===== src/logic/adcsp_pkg.sv =====
/*
  Shared constants and types for the converter serial port and calibration control.
  Assumes a 20 MHz master clock and a 16-bit conversion word from the filter.
*/
`default_nettype none
package adcsp_pkg;

  // Word and frame geometry.
  localparam int           WORD_W       = 16;
  localparam int           FRAME_W      = 22;
  localparam logic [4:0]   SYNC_LEN     = 5'h10;
  localparam logic [4:0]   ASYNC_LEN    = 5'h16;
  localparam logic [15:0]  OFFSET_FLIP  = 16'h8000;

  // Last count of the conversion word period; the period is 1024 master clock cycles.
  localparam logic [9:0]   WORD_LAST    = 10'h3ff;

  // Calibrate must be high for this many cycles to count.
  localparam logic [2:0]   CAL_HOLD_MIN = 3'h4;

  // Self-clock phase on which a word may start, and the phase where the clock is high.
  localparam logic [1:0]   SSC_START_PH = 2'h1;
  localparam logic [1:0]   SSC_HIGH_PH  = 2'h0;

  // Filter settling after wake: 1.3 / 10 Hz corner, in microseconds.
  localparam int           CLK_MHZ        = 20;
  localparam int           SETTLE_TIME_US = 130000;
  localparam int           SETTLE_CYCLES  = SETTLE_TIME_US * CLK_MHZ;
  localparam int           SETTLE_W       = 22;

  // Positions in the synchronised pin vector.
  localparam int           PIN_W       = 7;
  localparam int           PIN_SCLK    = 0;
  localparam int           PIN_CS_N    = 1;
  localparam int           PIN_CAL     = 2;
  localparam int           PIN_SLEEP_N = 3;
  localparam int           PIN_SEL_A   = 4;
  localparam int           PIN_SEL_B   = 5;
  localparam int           PIN_POL     = 6;
  localparam logic [6:0]   PIN_RESET   = 7'h0a;

  typedef enum logic [1:0] {
    ADCSP_ASYNC_UART_MODE,
    ADCSP_SYNC_EXTERNAL_CLOCK_MODE,
    ADCSP_SYNC_SELF_CLOCK_MODE
  } adcsp_mode_t;

  typedef enum logic [1:0] {
    ST_IDLE,
    ST_LOAD,
    ST_READY,
    ST_SHIFT
  } adcsp_tx_t;

  typedef struct packed {
    adcsp_tx_t             tx;
    logic [9:0]            word_cnt;
    logic [FRAME_W-1:0]    tx_vec;
    logic [4:0]            bits_left;
    logic [1:0]            ssc_phase;
    logic                  sclk_out;
    logic                  sclk_oe;
    logic                  data_out;
    logic                  data_oe;
    logic                  result_ready_n_n;
    logic [PIN_W-1:0]      pins_prev;
    logic [2:0]            cal_hold;
    logic                  cal_long;
    logic                  cal_busy;
    logic                  cal_start;
    logic [1:0]            cal_mode;
    logic                  cal_bipolar;
    logic [SETTLE_W-1:0]   settle_cnt;
  } adcsp_state_t;

  localparam adcsp_state_t ST_RESET = '{
    tx: ST_IDLE, word_cnt: 10'h000, tx_vec: 22'h000000, bits_left: 5'h00,
    ssc_phase: 2'h0, sclk_out: 1'b0, sclk_oe: 1'b0, data_out: 1'b1,
    data_oe: 1'b0, result_ready_n_n: 1'b1, pins_prev: PIN_RESET, cal_hold: 3'h0,
    cal_long: 1'b0, cal_busy: 1'b0, cal_start: 1'b0, cal_mode: 2'h0,
    cal_bipolar: 1'b0, settle_cnt: 22'h000000};

  typedef struct packed {
    logic [PIN_W-1:0]      s1;
    logic [PIN_W-1:0]      s2;
    logic [PIN_W-1:0]      s3;
    logic [PIN_W-1:0]      clean;
  } adcsp_sync_t;

  localparam adcsp_sync_t SYNC_RESET = '{
    s1: PIN_RESET, s2: PIN_RESET, s3: PIN_RESET, clean: PIN_RESET};

endpackage
`default_nettype wire


===== src/logic/adcsp_pins_if.sv =====
/*
  Carries the raw pin levels to the synchroniser and the cleaned levels back.
  Assumes both ends run on the master clock.
*/
`timescale 1ns/1ps
`default_nettype none
interface adcsp_pins_if;
  import adcsp_pkg::*;
  logic [PIN_W-1:0] raw;
  logic [PIN_W-1:0] clean;
  modport sync (input raw, output clean);
  modport core (output raw, input clean);
endinterface
`default_nettype wire


===== src/logic/adcsp_sync.sv =====
/*
  Three-stage synchroniser for the asynchronous pins of the serial port block.
  Assumes the pins are quasi-static or slow against the master clock.
*/
`timescale 1ns/1ps
`default_nettype none
module adcsp_sync
  import adcsp_pkg::*;
(
  // Clock and control.
  input  wire logic        clock_i,
  input  wire logic        reset_i,
  input  wire logic        ce_i,
  // Pin levels.
  adcsp_pins_if.sync       pins
);
  adcsp_sync_t st_ff;
  adcsp_sync_t nxt_st;
  logic [PIN_W-1:0] agree;

  // A level only counts once the second and third stages agree on it.
  always_comb begin
    agree        = ~(st_ff.s2 ^ st_ff.s3);
    nxt_st       = st_ff;
    nxt_st.s1    = pins.raw;
    nxt_st.s2    = st_ff.s1;
    nxt_st.s3    = st_ff.s2;
    nxt_st.clean = (st_ff.s3 & agree) | (st_ff.clean & ~agree);
  end

  always_ff @(posedge clock_i) begin
    if (reset_i) begin
      st_ff <= SYNC_RESET;
    end else if (ce_i) begin
      st_ff <= nxt_st;
    end
  end

  assign pins.clean = st_ff.clean;
endmodule
`default_nettype wire


===== src/logic/adcsp_core.sv =====
/*
  Serial output port, data-ready flag, calibration strobe and sleep control.
  Assumes the filter offers a word on result_i and a sequencer answers cal_done_i.
*/
`timescale 1ns/1ps
`default_nettype none
module adcsp_core
  import adcsp_pkg::*;
#(
  parameter int SETTLE_CYCLES_P = SETTLE_CYCLES
)(
  // Clock and control.
  input  wire logic               clock_i,
  input  wire logic               reset_i,
  input  wire logic               ce_i,
  // Configuration pins.
  input  wire logic [1:0]         mode_i,
  input  wire logic               chip_select_n_i,
  input  wire logic               cal_select_a_i,
  input  wire logic               cal_select_b_i,
  input  wire logic               polarity_select_i,
  input  wire logic               calibrate_i,
  input  wire logic               sleep_n_i,
  // Filter and sequencer side.
  input  wire logic [WORD_W-1:0]  result_i,
  input  wire logic               cal_done_i,
  output logic                    cal_start_o,
  output logic                    cal_busy_o,
  output logic [1:0]              cal_mode_o,
  output logic                    cal_bipolar_o,
  output logic                    core_reset_o,
  output logic                    low_power_o,
  output logic                    settling_o,
  // Serial link.
  input  wire logic               serial_clock_i,
  output logic                    serial_clock_o,
  output logic                    serial_clock_oe_o,
  output logic                    serial_out_line_o,
  output logic                    serial_out_line_oe_o,
  output logic                    result_ready_n_o
);
  adcsp_state_t     st_ff;
  adcsp_state_t     nxt_st;
  adcsp_mode_t      mode;
  logic [PIN_W-1:0] pin;
  logic             sclk_fall;
  logic             tick;
  logic             halted;
  logic             cal_fall;

  adcsp_pins_if pins_if ();
  assign pins_if.raw = {polarity_select_i, cal_select_b_i, cal_select_a_i, sleep_n_i,
                        calibrate_i, chip_select_n_i, serial_clock_i};
  assign pin = pins_if.clean;

  adcsp_sync u_sync (
    .clock_i (clock_i),
    .reset_i (reset_i),
    .ce_i    (ce_i),
    .pins    (pins_if.sync)
  );

  // Builds the shift vector; the async frame sends the high byte first, LSB first.
  function automatic logic [FRAME_W-1:0] build_frame(input adcsp_mode_t m,
                                                     input logic [WORD_W-1:0] w);
    logic [FRAME_W-1:0] f;
    logic [7:0]         hi;
    logic [7:0]         lo;
    f = {w, 6'h00};
    for (int i = 0; i < 8; i++) begin
      hi[7-i] = w[8+i];
      lo[7-i] = w[i];
    end
    if (m == ADCSP_ASYNC_UART_MODE) begin
      f = {1'b0, hi, 2'h3, 1'b0, lo, 2'h3};
    end
    return f;
  endfunction

  assign mode      = adcsp_mode_t'(mode_i);
  assign sclk_fall = st_ff.pins_prev[PIN_SCLK] & ~pin[PIN_SCLK];
  assign cal_fall  = st_ff.pins_prev[PIN_CAL] & ~pin[PIN_CAL];
  assign halted    = pin[PIN_CAL] | st_ff.cal_busy | ~pin[PIN_SLEEP_N];
  // Bits advance on the falling serial clock edge; the partner samples on the rise.
  assign tick      = (mode == ADCSP_SYNC_SELF_CLOCK_MODE) ? (st_ff.ssc_phase == SSC_HIGH_PH)
                                                          : sclk_fall;

  always_comb begin
    nxt_st           = st_ff;
    nxt_st.pins_prev = pin;
    nxt_st.cal_start = 1'b0;
    nxt_st.ssc_phase = st_ff.ssc_phase + 2'h1;
    nxt_st.sclk_out  = (nxt_st.ssc_phase == SSC_HIGH_PH);

    // Calibrate strobe: only a long enough high counts, glitches fall away.
    if (pin[PIN_CAL]) begin
      if (st_ff.cal_hold != CAL_HOLD_MIN) begin
        nxt_st.cal_hold = st_ff.cal_hold + 3'h1;
      end
      nxt_st.cal_long = (nxt_st.cal_hold == CAL_HOLD_MIN);
    end else begin
      nxt_st.cal_hold = 3'h0;
      nxt_st.cal_long = 1'b0;
    end
    if (cal_fall && st_ff.cal_long) begin
      nxt_st.cal_start   = 1'b1;
      nxt_st.cal_busy    = 1'b1;
      nxt_st.cal_mode    = {pin[PIN_SEL_B], pin[PIN_SEL_A]};
      nxt_st.cal_bipolar = pin[PIN_POL];
    end else if (cal_done_i) begin
      nxt_st.cal_busy = 1'b0;
    end

    // Settling after wake; coefficients and settings stay as they were.
    if (st_ff.settle_cnt != '0) begin
      nxt_st.settle_cnt = st_ff.settle_cnt - 22'h000001;
    end
    if (pin[PIN_SLEEP_N] && !st_ff.pins_prev[PIN_SLEEP_N]) begin
      nxt_st.settle_cnt = SETTLE_CYCLES_P[SETTLE_W-1:0];
    end

    // Word timer restarts from zero on wake so devices line up.
    if (halted) begin
      nxt_st.word_cnt = 10'h000;
    end else begin
      nxt_st.word_cnt = st_ff.word_cnt + 10'h001;
    end

    unique case (st_ff.tx)
      ST_IDLE, ST_READY: begin
        if (st_ff.tx == ST_READY && !pin[PIN_CS_N] &&
            (mode != ADCSP_SYNC_SELF_CLOCK_MODE || st_ff.ssc_phase == SSC_START_PH)) begin
          nxt_st.tx        = ST_SHIFT;
          nxt_st.data_oe   = 1'b1;
          nxt_st.data_out  = st_ff.tx_vec[FRAME_W-1];
          nxt_st.sclk_oe   = (mode == ADCSP_SYNC_SELF_CLOCK_MODE);
        end
      end
      ST_LOAD: begin
        nxt_st.tx     = ST_READY;
        nxt_st.result_ready_n_n = 1'b0;
      end
      ST_SHIFT: begin
        if (pin[PIN_CS_N]) begin
          nxt_st.tx      = ST_IDLE;
          nxt_st.result_ready_n_n  = 1'b1;
          nxt_st.data_oe = 1'b0;
          nxt_st.sclk_oe = 1'b0;
        end else if (tick) begin
          if (st_ff.bits_left == 5'h01) begin
            nxt_st.tx      = ST_IDLE;
            nxt_st.result_ready_n_n  = 1'b1;
            nxt_st.data_oe = 1'b0;
            nxt_st.sclk_oe = 1'b0;
          end else begin
            nxt_st.tx_vec    = {st_ff.tx_vec[FRAME_W-2:0], 1'b1};
            nxt_st.data_out  = st_ff.tx_vec[FRAME_W-2];
            nxt_st.bits_left = st_ff.bits_left - 5'h01;
          end
        end
      end
    endcase

    // A fresh word replaces an untaken one; one that arrives while a word is on the wire is dropped.
    if (!halted && st_ff.word_cnt == WORD_LAST && st_ff.tx != ST_SHIFT) begin
      nxt_st.tx        = ST_LOAD;
      nxt_st.result_ready_n_n    = 1'b1;
      nxt_st.tx_vec    = build_frame(mode, st_ff.cal_bipolar ? (result_i ^ OFFSET_FLIP)
                                                             : result_i);
      nxt_st.bits_left = (mode == ADCSP_ASYNC_UART_MODE) ? ASYNC_LEN : SYNC_LEN;
    end
    if (halted) begin
      nxt_st.tx      = ST_IDLE;
      nxt_st.result_ready_n_n  = 1'b1;
      nxt_st.data_oe = 1'b0;
      nxt_st.sclk_oe = 1'b0;
    end
  end

  always_ff @(posedge clock_i) begin
    if (reset_i) begin
      st_ff <= ST_RESET;
    end else if (ce_i) begin
      st_ff <= nxt_st;
    end
  end

  assign serial_clock_o       = st_ff.sclk_out;
  assign serial_clock_oe_o    = st_ff.sclk_oe;
  assign serial_out_line_o    = st_ff.data_out;
  assign serial_out_line_oe_o = st_ff.data_oe;
  assign result_ready_n_o     = st_ff.result_ready_n_n;
  assign cal_start_o          = st_ff.cal_start;
  assign cal_busy_o           = st_ff.cal_busy;
  assign cal_mode_o           = st_ff.cal_mode;
  assign cal_bipolar_o        = st_ff.cal_bipolar;
  assign core_reset_o         = pin[PIN_CAL];
  assign low_power_o          = ~pin[PIN_SLEEP_N];
  assign settling_o           = (st_ff.settle_cnt != '0);
endmodule
`default_nettype wire


===== config.mk =====
export PLATFORM = sky130hd
export DESIGN_NAME = adcsp_core
export DESIGN_NICKNAME = d
export VERILOG_FILES = /design/src/logic/adcsp_pkg.sv /design/src/logic/adcsp_pins_if.sv /design/src/logic/adcsp_sync.sv /design/src/logic/adcsp_core.sv
export SDC_FILE = /design/constraint.sdc
export NUM_CORES = 1
export LEC_CHECK = 0
export BUFFER_PORTS_ARGS = -buffer_cell sky130_fd_sc_hd__buf_2
export CORE_MARGIN = 2
export CORE_UTILIZATION = 31
export CTS_CLUSTER_SIZE = 16
export DETAILED_ROUTE_END_ITERATION = 10
export GPL_TIMING_DRIVEN = 0
export PLACE_DENSITY = 0.45
export SLEW_MARGIN = 20
export SYNTH_ARGS = -nofsm -noshare
export SYNTH_HDL_FRONTEND = slang
export SYNTH_SLANG_ARGS = --single-unit

===== constraint.sdc =====
create_clock -name clock_i -period 2.8 [get_ports clock_i]
set_input_delay 0.56 -clock clock_i [delete_from_list [all_inputs] [get_ports clock_i]]
set_output_delay 0.56 -clock clock_i [all_outputs]
set_load 0.02 [all_outputs]

==> results of run 1 <==
[worst max-delay path: stages, from the launching register on]
cell and delay, ns:
dfxtp_1 0.35, or4_1 0.51, buf_2 0.18, nor4_4 0.40, nand2b_1 0.13, buf_2 0.18
[worst max path at each step]
stage,from,endpoint,slack [ns],cells past startpoint
final,st_ff[10],settling_o,0.14,5
after floorplan,ce_i,serial_clock_o,0.48,6
after detailed placement,ce_i,u_sync.nxt_st[20],-0.41,6
after CTS,ce_i,u_sync.st_ff[8],0.01,6
after global routing,ce_i,u_sync.nxt_st[20],0.02,6
after global placement,ce_i,serial_clock_o,-0.36,6
[flip-flops by register name, summed over array words and instances, names as in the netlist, named ones only]
name,flops
cal_bipolar_o,1
cal_busy_o,1
cal_mode_o,2
cal_start_o,1
result_ready_n_o,1
serial_clock_o,1
serial_clock_oe_o,1
serial_out_line_o,1
serial_out_line_oe_o,1
st_ff,70
u_sync.nxt_st,14
u_sync.st_ff,7
[layout make-up]
| class | instances | area, um2 |
|---|---|---|
| Clock inverter | 5 | 60.1 |
| Tap cell | 220 | 275 |
| Multi-Input combinational cell | 436 | 2830 |
| Timing Repair Buffer | 40 | 200 |
| Inverter | 15 | 60.1 |
| Clock buffer | 11 | 233 |
| Buffer | 35 | 151 |
| Fill cell | 1720 | 10400 |
| Sequential cell | 108 | 2160 |
[layer usage]
layer | routed length, um | vias up | share of wire [%]
met5 | 0 | - | 0
met4 | 227 | 0 | 1.6
met3 | 458 | 14 | 3.2
met2 | 6490 | 73 | 46
met1 | 6950 | 2149 | 49
li1 | - | 2267 | -
[per-stage QoR]
stage | util [%] | setup slack [ns] | total power, mW | hold slack, ns | instances
3_5_place_dp | 34.3 | -0.410 | 3.10 | 0.458 | 854
4_1_cts | 36.2 | 0.0140 | 4.44 | 0.421 | 870
5_1_grt | 36.4 | 0.0212 | 4.72 | 0.430 | 870
6_report | 36.4 | 0.143 | 4.44 | 0.430 | 870
2_1_floorplan | - | 0.481 | 2.83 | 0.436 | 594
3_3_place_gp | 34.3 | -0.363 | 3.08 | 0.445 | 854
[power by group through the flow]
stage	registers, mW	logic, mW	clock network (mW)
after floorplan	1.80	1.02	0
after global placement	1.83	1.25	0
after detailed placement	1.83	1.27	0
after CTS	1.80	1.30	1.35
after global routing	1.83	1.49	1.40
final	1.80	1.33	1.31
[logic make-up after synthesis]
family	share of synthesized area (%)
compound gates	20.1
xor+xnor	3.06
fa+ha+maj	2.19
buf+inv	3.96
flops	42.0
mux	8.38
simple gates	20.4
[what timing repair did]
item | 4_1_cts | 5_1_grt
hold endpoints to repair | 0 | 0
gates resized for setup | 4 | 8
cloned | 0 | 0
setup endpoints to repair | 11 | 50
[cells in the final DEF, fill, tap and decap left out, drive strengths merged, types with 4 or more instances in the layout]
master  Yosys  routed
a211oi      6       6
nand3       9       9
a31oi       6       6
or2         6       6
mux2i      33      33
a21o        6       6
nor2       46      46
nor2b       4       4
dfxtp     108     108
or3        18      18
or4         8       8
o21ai      37      37
xor2        6       6
inv        14      16
mux2        9       9
nor4        9       9
nand2      60      60
clkbuf     29      41
a21oi      57      57
ha          9       9
nand4       8       8
o31ai      22      22
buf         6      45
nor3       17      17
nand2b      6       6
xnor2      12      12
==> results_dict.tcl, run 1 <==
set metrics [dict create \
    tightestPinTransition_ns 0.817 \
    synth_area_leader_cell "dfxtp_1" \
    power_density_mw_per_mm2 744 \
    htreeDepth 3 \
    synth_edf_count 0 \
    grt.total_usage_pct 16.5 \
    io_pins 42 \
    maxCapViolCount 0 \
    status "complete, no violations" \
    drt-total-wl_um 14100 \
    cts_buffers 9 \
    insertion_delay_ns 0.36 \
    cp_data_required_time_ns 2.24 \
    ys_async_sr_fraction_pct 0 \
    antenna_found_initial 0 \
    area_growth_pct 15.9 \
    reg2reg_slack_ns 0.25 \
    via_count 4503 \
    period_share_pct 94.9 \
    initial_core_util_pct 31.4 \
    routed_via_density 5.18 \
    fin_nets 683 \
    grtUsageMet1_pct 21.8 \
    hold_depth 3 \
    synth_commonest_cells "dfxtp_1, nand2_1, a21oi_1" \
    end_kind "output port" \
    drc 0 \
    dr.pass1.iters 6 \
    syn_nets 632 \
    io_buffers 40 \
    grt-ovfl-total 0 \
    arrival_ns 2.10 \
    clockBufferDepth 2 \
    die_y_um 133 \
    slew_viol_final 0 \
    synth.most_common_cell "dfxtp_1" \
    syn_area_mm2 0.00515 \
    intPower_mw 2.95 \
    cts_tree "done" \
    cts.sinks 108 \
    cp_max_fo 6 \
    hold_class "input pin to register" \
    reg2regPathDepth 6 \
    dieWidth_um 133 \
    synth_area_leaders "dfxtp_1, mux2i_1, a21oi_1, nand2_1, o21ai_0" \
    grt_max_degree 18 \
    fin_skew_ns 0.00645 \
    die_area_mm2 0.0177 \
    rsz0062_at_grt "no" \
    ys_seq_area_share_pct 42.0 \
    worstHoldStart "sleep_n_i" \
    post-cts-setup-buffers 0 \
    peakVddDrop_v 0.000319 \
    grt_pass1_wl_um 23100 \
    hold_end "u_sync.nxt_st[17]" \
    place_hpwl_um 9910 \
    seq_power_share_pct 40.6 \
    met3_usage_pct 3.87 \
    place_congestion 0.818 \
    diodes 0 \
    syn_inst 594 \
    postCtsHoldBufs 0 \
    coreArea_mm2 0.0164 \
    synth_seq_cells 108 \
    synth_cell_type_count 63 \
    ys.flop_type "dfxtp_1" \
    crit_type "register to output port" \
    power_leakage_nw 2.38 \
    slew_headroom_pct 45.1 \
    drtAntennaViolNets 0 \
    power.switching_mw 1.50 \
    power.share.clock_pct 29.4 \
    finalSetupViolCount 0 \
    cts_root_buf "clkbuf_16" \
    cts.clk_slew.worst_paths_ns 0.07 \
    wl_per_cell_um 16.2 \
    synth.avg_cell_area_um2 8.67 \
    finalHoldViolations 0 \
    placed_cell_area_mm2 0.00563 \
    r2r_end "st_ff[51]" \
    drtIter0Drc 271 \
    rows 47 \
    fin_crit_ns 2.66 \
    grt_pass1_vias 4455 \
    cp-start-kind "register" \
    yosysWarnings 0 \
    met2_usage_pct 27.1 \
    pwr-share-comb_pct 30.0 \
    grt.busiest_layer "met2" \
    synth_top_area_share_pct 42.0 \
    fin_setup_tns_ns 0 \
    final_area_mm2 0.00597 \
    switching_share_pct 33.7 \
    drive_gt1_share_pct 14.5 \
    max_freq_mhz 376 \
]
No activity file was read; power rests on OpenSTA's default activity.
==> run 2, diff against run 1 <==
--- a/config.mk
+++ b/config.mk
@@ -5,6 +5,7 @@
 export SDC_FILE = /design/constraint.sdc
 export NUM_CORES = 1
 export LEC_CHECK = 0
+export ABC_AREA = 1
 export BUFFER_PORTS_ARGS = -buffer_cell sky130_fd_sc_hd__buf_2
 export CORE_MARGIN = 2
 export CORE_UTILIZATION = 31
==> run 2 against run 1 <==
Effect of this change:
- via count up 14%
- non-clock buffer count did not move
- global-route usage rose by 0.24 points
- highest routed layer unchanged
==> results_dict.tcl, run 2 <==
set metrics [dict create \
    status "complete, no violations" \
    post-cts-setup-buffers 0 \
    initial_core_util_pct 31.5 \
    place_congestion 0.808 \
    clockBufferDepth 2 \
    synth_seq_cells 108 \
    path_cells "inv_1 -> ha_1 -> nand2_2 -> nor2_2 -> nand3_4 -> buf_2" \
    largest-register "st_ff" \
    finalSetupViolCount 0 \
    fin_setup_tns_ns 0 \
    reg2regPathDepth 9 \
    routed_via_density 4.81 \
    arrival_ns 1.78 \
    antenna_found_initial 0 \
    drive_gt1_share_pct 13.0 \
    synth_cell_type_count 35 \
    io_pins 42 \
    ys_seq_area_share_pct 39.8 \
    fin_skew_ns 0.00910 \
    end_kind "output port" \
    grt_max_degree 19 \
    hold_depth 3 \
    cts.sinks 108 \
    syn_inst 785 \
    rows 48 \
    ys.flop_type "dfxtp_1" \
    max_freq_mhz 427 \
    tightestPinTransition_ns 0.642 \
    crit_cells 6 \
    slew_headroom_pct 57.2 \
    fin_ws_ns 0.459 \
    dieWidth_um 136 \
    wl_per_cell_um 13.9 \
    cp_slowest_stage_delay_ns 0.33 \
    period_share_pct 83.6 \
    cts_root_buf "clkbuf_16" \
    pre_cts_slack_ns 0.517 \
    via_count 5123 \
    fill_cells 1852 \
    crit_buf_inv 2 \
    cp_data_required_time_ns 2.24 \
    most-common-layout-cells "nand2_1, nor2_1, dfxtp_1" \
    fin_nets 874 \
    die_area_mm2 0.0186 \
    final_common_cell "nand2_1" \
    postCtsHoldBufs 0 \
    synth_commonest_cells "nand2_1, nor2_1, dfxtp_1" \
    finalHoldViolations 0 \
    synth.avg_cell_area_um2 6.92 \
    maxCapViolCount 0 \
    placed_cell_area_mm2 0.00592 \
    slew_viol_final 0 \
    power_density_mw_per_mm2 877 \
    synth_area_leaders "dfxtp_1, nand2_1, nor2_1, a21oi_1, o21ai_0" \
    htreeDepth 3 \
    whs_ns 0.407 \
    grt.total_usage_pct 16.8 \
    drtAntennaViolNets 0 \
    crit_slowest_cell "dfxtp_1" \
    coreArea_mm2 0.0172 \
    ys_async_sr_fraction_pct 0 \
    cts_buffers 9 \
    drtIter0Drc 284 \
    io_buffers 40 \
    drt-total-wl_um 14800 \
    dr.pass1.iters 5 \
    worstHoldStart "sleep_n_i" \
    area_growth_pct 14.4 \
    place_hpwl_um 10800 \
    synth_edf_count 0 \
    cts_tree "done" \
    grt-ovfl-total 0 \
    synth_area_leader_cell "dfxtp_1" \
    syn_nets 823 \
    synth.most_common_cell "nand2_1" \
    syn_area_mm2 0.00543 \
    die_y_um 136 \
    synth_top_area_share_pct 39.8 \
    yosysWarnings 0 \
    peakVddDrop_v 0.000487 \
    grt_pass1_vias 5025 \
    r2r-start "st_ff[0]" \
    diodes 0 \
    drc 0 \
    cts.clk_slew.worst_paths_ns 0.07 \
    rsz0062_at_grt "no" \
    grt_pass1_wl_um 24400 \
    crit_type "register to output port" \
    cp_max_fo 5 \
    fin_crit_ns 2.34 \
    crit_start "st_ff[0]" \
    ctsResizeCount 0 \
    cp-start-kind "register" \
    insertion_delay_ns 0.36 \
    largest_register_ffs 70 \
    final_area_mm2 0.00622 \
    crit_family "simple AND/OR/NAND/NOR gates" \
    power_leakage_nw 2.68 \
    hold_class "input pin to register" \
]
run 2: changes by cell type after synthesis, sizes merged, moves of 18 or more:
cell   change
nor2      +88
o21ai     +32
nand2    +149
inv       +37
nand3     +37
mux2i     -33
o31ai     -22
or3       -18
run 2: metal layers:
layer | track usage (%) | vias to the layer above | part of all wire, %
met5 | 0 | - | 0
met4 | 4.86 | 0 | 1.3
met3 | 3.58 | 14 | 2.9
met2 | 29.3 | 74 | 48
met1 | 20.7 | 2395 | 48
li1 | - | 2640 | -
run 2: cell type report:
class                      count  area [um2]  area share (%)
buffer                        35         218            3.50
timing repair buffer          40         200            3.22
clock buffer                   9         225            3.62
multi-input combinational    590        2850            45.8
tap                          225         282            4.53
clock inverter                 7        76.3            1.23
sequential                   108        2160            34.8
inverter                      52         208            3.34
run 2: kinds of logic (layout without fill, tap and decap cells):
| family | Yosys count | count (layout) | share of synthesized area [%] |
|---|---|---|---|
| adders and majority gates | 9 | 9 | 2.07 |
| buffers and inverters | 87 | 143 | 7.83 |
| and+or+nand+nor | 422 | 422 | 34.1 |
| AOI/OAI and AO/OA | 146 | 146 | 14.1 |
| xor gates and xnor gates | 13 | 13 | 2.10 |
| DFF | 108 | 108 | 39.8 |
run 2: final timing paths:
check / endpoint / slack, ns
hold / removal: u_sync.nxt_st[17] / 0.41
setup reg to reg: st_ff[8] / 0.91
setup / recovery: settling_o / 0.46
hold reg to reg: u_sync.nxt_st[10] / 0.46
run 2: where the power goes:
| group | total (mW) | leakage [nW] | switching [mW] | internal, mW |
|---|---|---|---|---|
| combinational | 2.21 | 1.65 | 1.40 | 0.811 |
| clock | 1.33 | 0.147 | 0.631 | 0.701 |
| sequential | 1.91 | 0.879 | 0.191 | 1.72 |
| total | 5.45 | 2.68 | 2.22 | 3.23 |
run 2: through the flow:
step | instances | power (mW) | utilization, %
detailed placement | 1050 | 4.16 | 34.3
CTS | 1066 | 5.51 | 36.1
finish | 1066 | 5.45 | 36.1
global route | 1066 | 5.92 | 36.1
floorplan | 785 | 3.67 | -
global placement | 1050 | 4.14 | 34.3
run 2: tightest hold or removal path, cell delays in order:
cell     delay (ns)
buf_2          0.08
nand2_1        0.04
nand3_1        0.06
==> run 3, diff against run 2 <==
==> constraint.sdc (replaced) <==
create_clock -name clock_i -period 2.2 [get_ports clock_i]
set_input_delay 0.44 -clock clock_i [delete_from_list [all_inputs] [get_ports clock_i]]
set_output_delay 0.44 -clock clock_i [all_outputs]
set_load 0.02 [all_outputs]
==> run 3 against run 2 <==
Effect of this change:
- clock power increased by 28%
- global-route usage about the same
- count of clock-buffer cells in the layout unchanged
- flip-flop and latch count unchanged
- final cell count unchanged
- wire length about the same
- largest cell class unchanged
- sequential share of layout area decreased by 0.070 points
- register-to-register slack got worse by 0.55 ns
- sequential power increased by 27%
==> results_dict.tcl, run 3 (synthesis results as in run 2) <==
set metrics [dict create \
    status "complete, no violations" \
    worstHoldStart "sleep_n_i" \
    via_count 5141 \
    area_growth_pct 14.6 \
    fin_setup_tns_ns 0 \
    power_density_mw_per_mm2 1120 \
    stdcell_count 1066 \
    crit_type "register to output port" \
    most-common-layout-cells "nand2_1, nor2_1, dfxtp_1" \
    clockBufferDepth 2 \
    placed_cell_area_mm2 0.00592 \
    cts.clk_slew.worst_paths_ns 0.07 \
    io_pins 42 \
    largest-register "st_ff" \
    initial_core_util_pct 31.5 \
    antenna_found_initial 0 \
    dr.pass1.iters 5 \
    place_hpwl_um 10800 \
    cts.sinks 108 \
    wl_per_cell_um 13.9 \
    cts_tree "done" \
    final_area_mm2 0.00623 \
    grt_max_degree 19 \
    fin_ws_ns 0.175 \
    finalSetupViolCount 0 \
    period_share_pct 92.0 \
    hold_class "input pin to register" \
    drt-total-wl_um 14800 \
    pre_cts_slack_ns 0.0367 \
    fin_nets 874 \
    drtIter0Drc 285 \
    cp_data_required_time_ns 1.76 \
    r2r_end "st_ff[56]" \
    r2r-start "st_ff[72]" \
    cp-start-kind "register" \
    hold_depth 3 \
    postCtsHoldBufs 0 \
    arrival_ns 1.58 \
    drtAntennaViolNets 0 \
    cts_buffers 9 \
    die_y_um 136 \
    grt_pass1_vias 5016 \
    coreArea_mm2 0.0172 \
    cp_max_fo 5 \
    drc 0 \
    fin_crit_ns 2.02 \
    hold_end "u_sync.nxt_st[17]" \
    post-cts-setup-buffers 0 \
    diodes 0 \
    io_buffers 40 \
    largest_register_ffs 70 \
    grt-ovfl-total 0 \
    peakVddDrop_v 0.000620 \
    tightestPinTransition_ns 0.622 \
    final_common_cell "nand2_1" \
    slew_viol_final 0 \
    end_kind "output port" \
    dp_cells 1050 \
    insertion_delay_ns 0.36 \
    finalHoldViolations 0 \
    cts_root_buf "clkbuf_16" \
    die_area_mm2 0.0186 \
    dieWidth_um 136 \
    rows 48 \
    drive_gt1_share_pct 13.2 \
    htreeDepth 3 \
    fin_skew_ns 0.00942 \
    maxCapViolCount 0 \
    grt_pass1_wl_um 24400 \
    grt.total_usage_pct 16.8 \
    reg2regPathDepth 11 \
    p_total_mw 6.97 \
    max_freq_mhz 494 \
    rsz0062_at_grt "no" \
    routed_via_density 4.82 \
    slew_headroom_pct 58.5 \
    reg2reg_slack_ns 0.36 \
    place_congestion 0.808 \
    power_leakage_nw 2.68 \
]
==> run 3: critical path, cell delays in order (launching register included) <==
cell	delay (ns)
dfxtp_1	0.33
inv_2	0.11
ha_4	0.18
nand2_2	0.12
nor2_2	0.17
nand3_4	0.12
buf_2	0.18
==> run 3: what timing repair did <==
action	CTS	global route
resized for setup	1	2
gates cloned	0	0
setup endpoints to repair	1	1
==> run 3: layout make-up <==
class / count / area (um2)
clock inverters: 7 / 76.3
inverters: 52 / 208
plain buffers: 35 / 218
repair buffers: 40 / 200
flip-flops and latches: 108 / 2160
multi-input cells: 590 / 2860
clock buffers: 9 / 225
fillers: 1851 / 11000
well taps: 225 / 282
==> run 3: through the flow <==
step                hold slack [ns]  util (%)
global placement              0.440      34.3
finish                        0.288      36.1
global route                  0.287      36.1
detailed placement            0.444      34.3
floorplan                     0.429         -
CTS                           0.277      36.1
==> run 3: power breakdown <==
group          internal (mW)  total (mW)  switching, mW
clock network          0.892        1.70          0.804
logic                   1.05        2.84           1.79
registers               2.18        2.43          0.244
total                   4.13        6.97           2.84
==> run 3: routing by layer <==
layer	vias to the layer above	GRT usage (%)	part of all wire (%)
met5	-	0	0
met1	2403	20.6	47
met4	0	4.86	1.1
met2	81	29.3	48
met3	12	3.58	3.1
li1	2645	-	-
==> run 3: worst max path at each step <==
stage / startpoint / endpoint / cells after the start
global route: st_ff[0] / settling_o / 6
CTS: st_ff[0] / settling_o / 6
finish: st_ff[0] / settling_o / 6
floorplan: st_ff[0] / st_ff[21] / 10
global placement: reset_i / st_ff[56] / 6
detailed placement: reset_i / st_ff[44] / 6
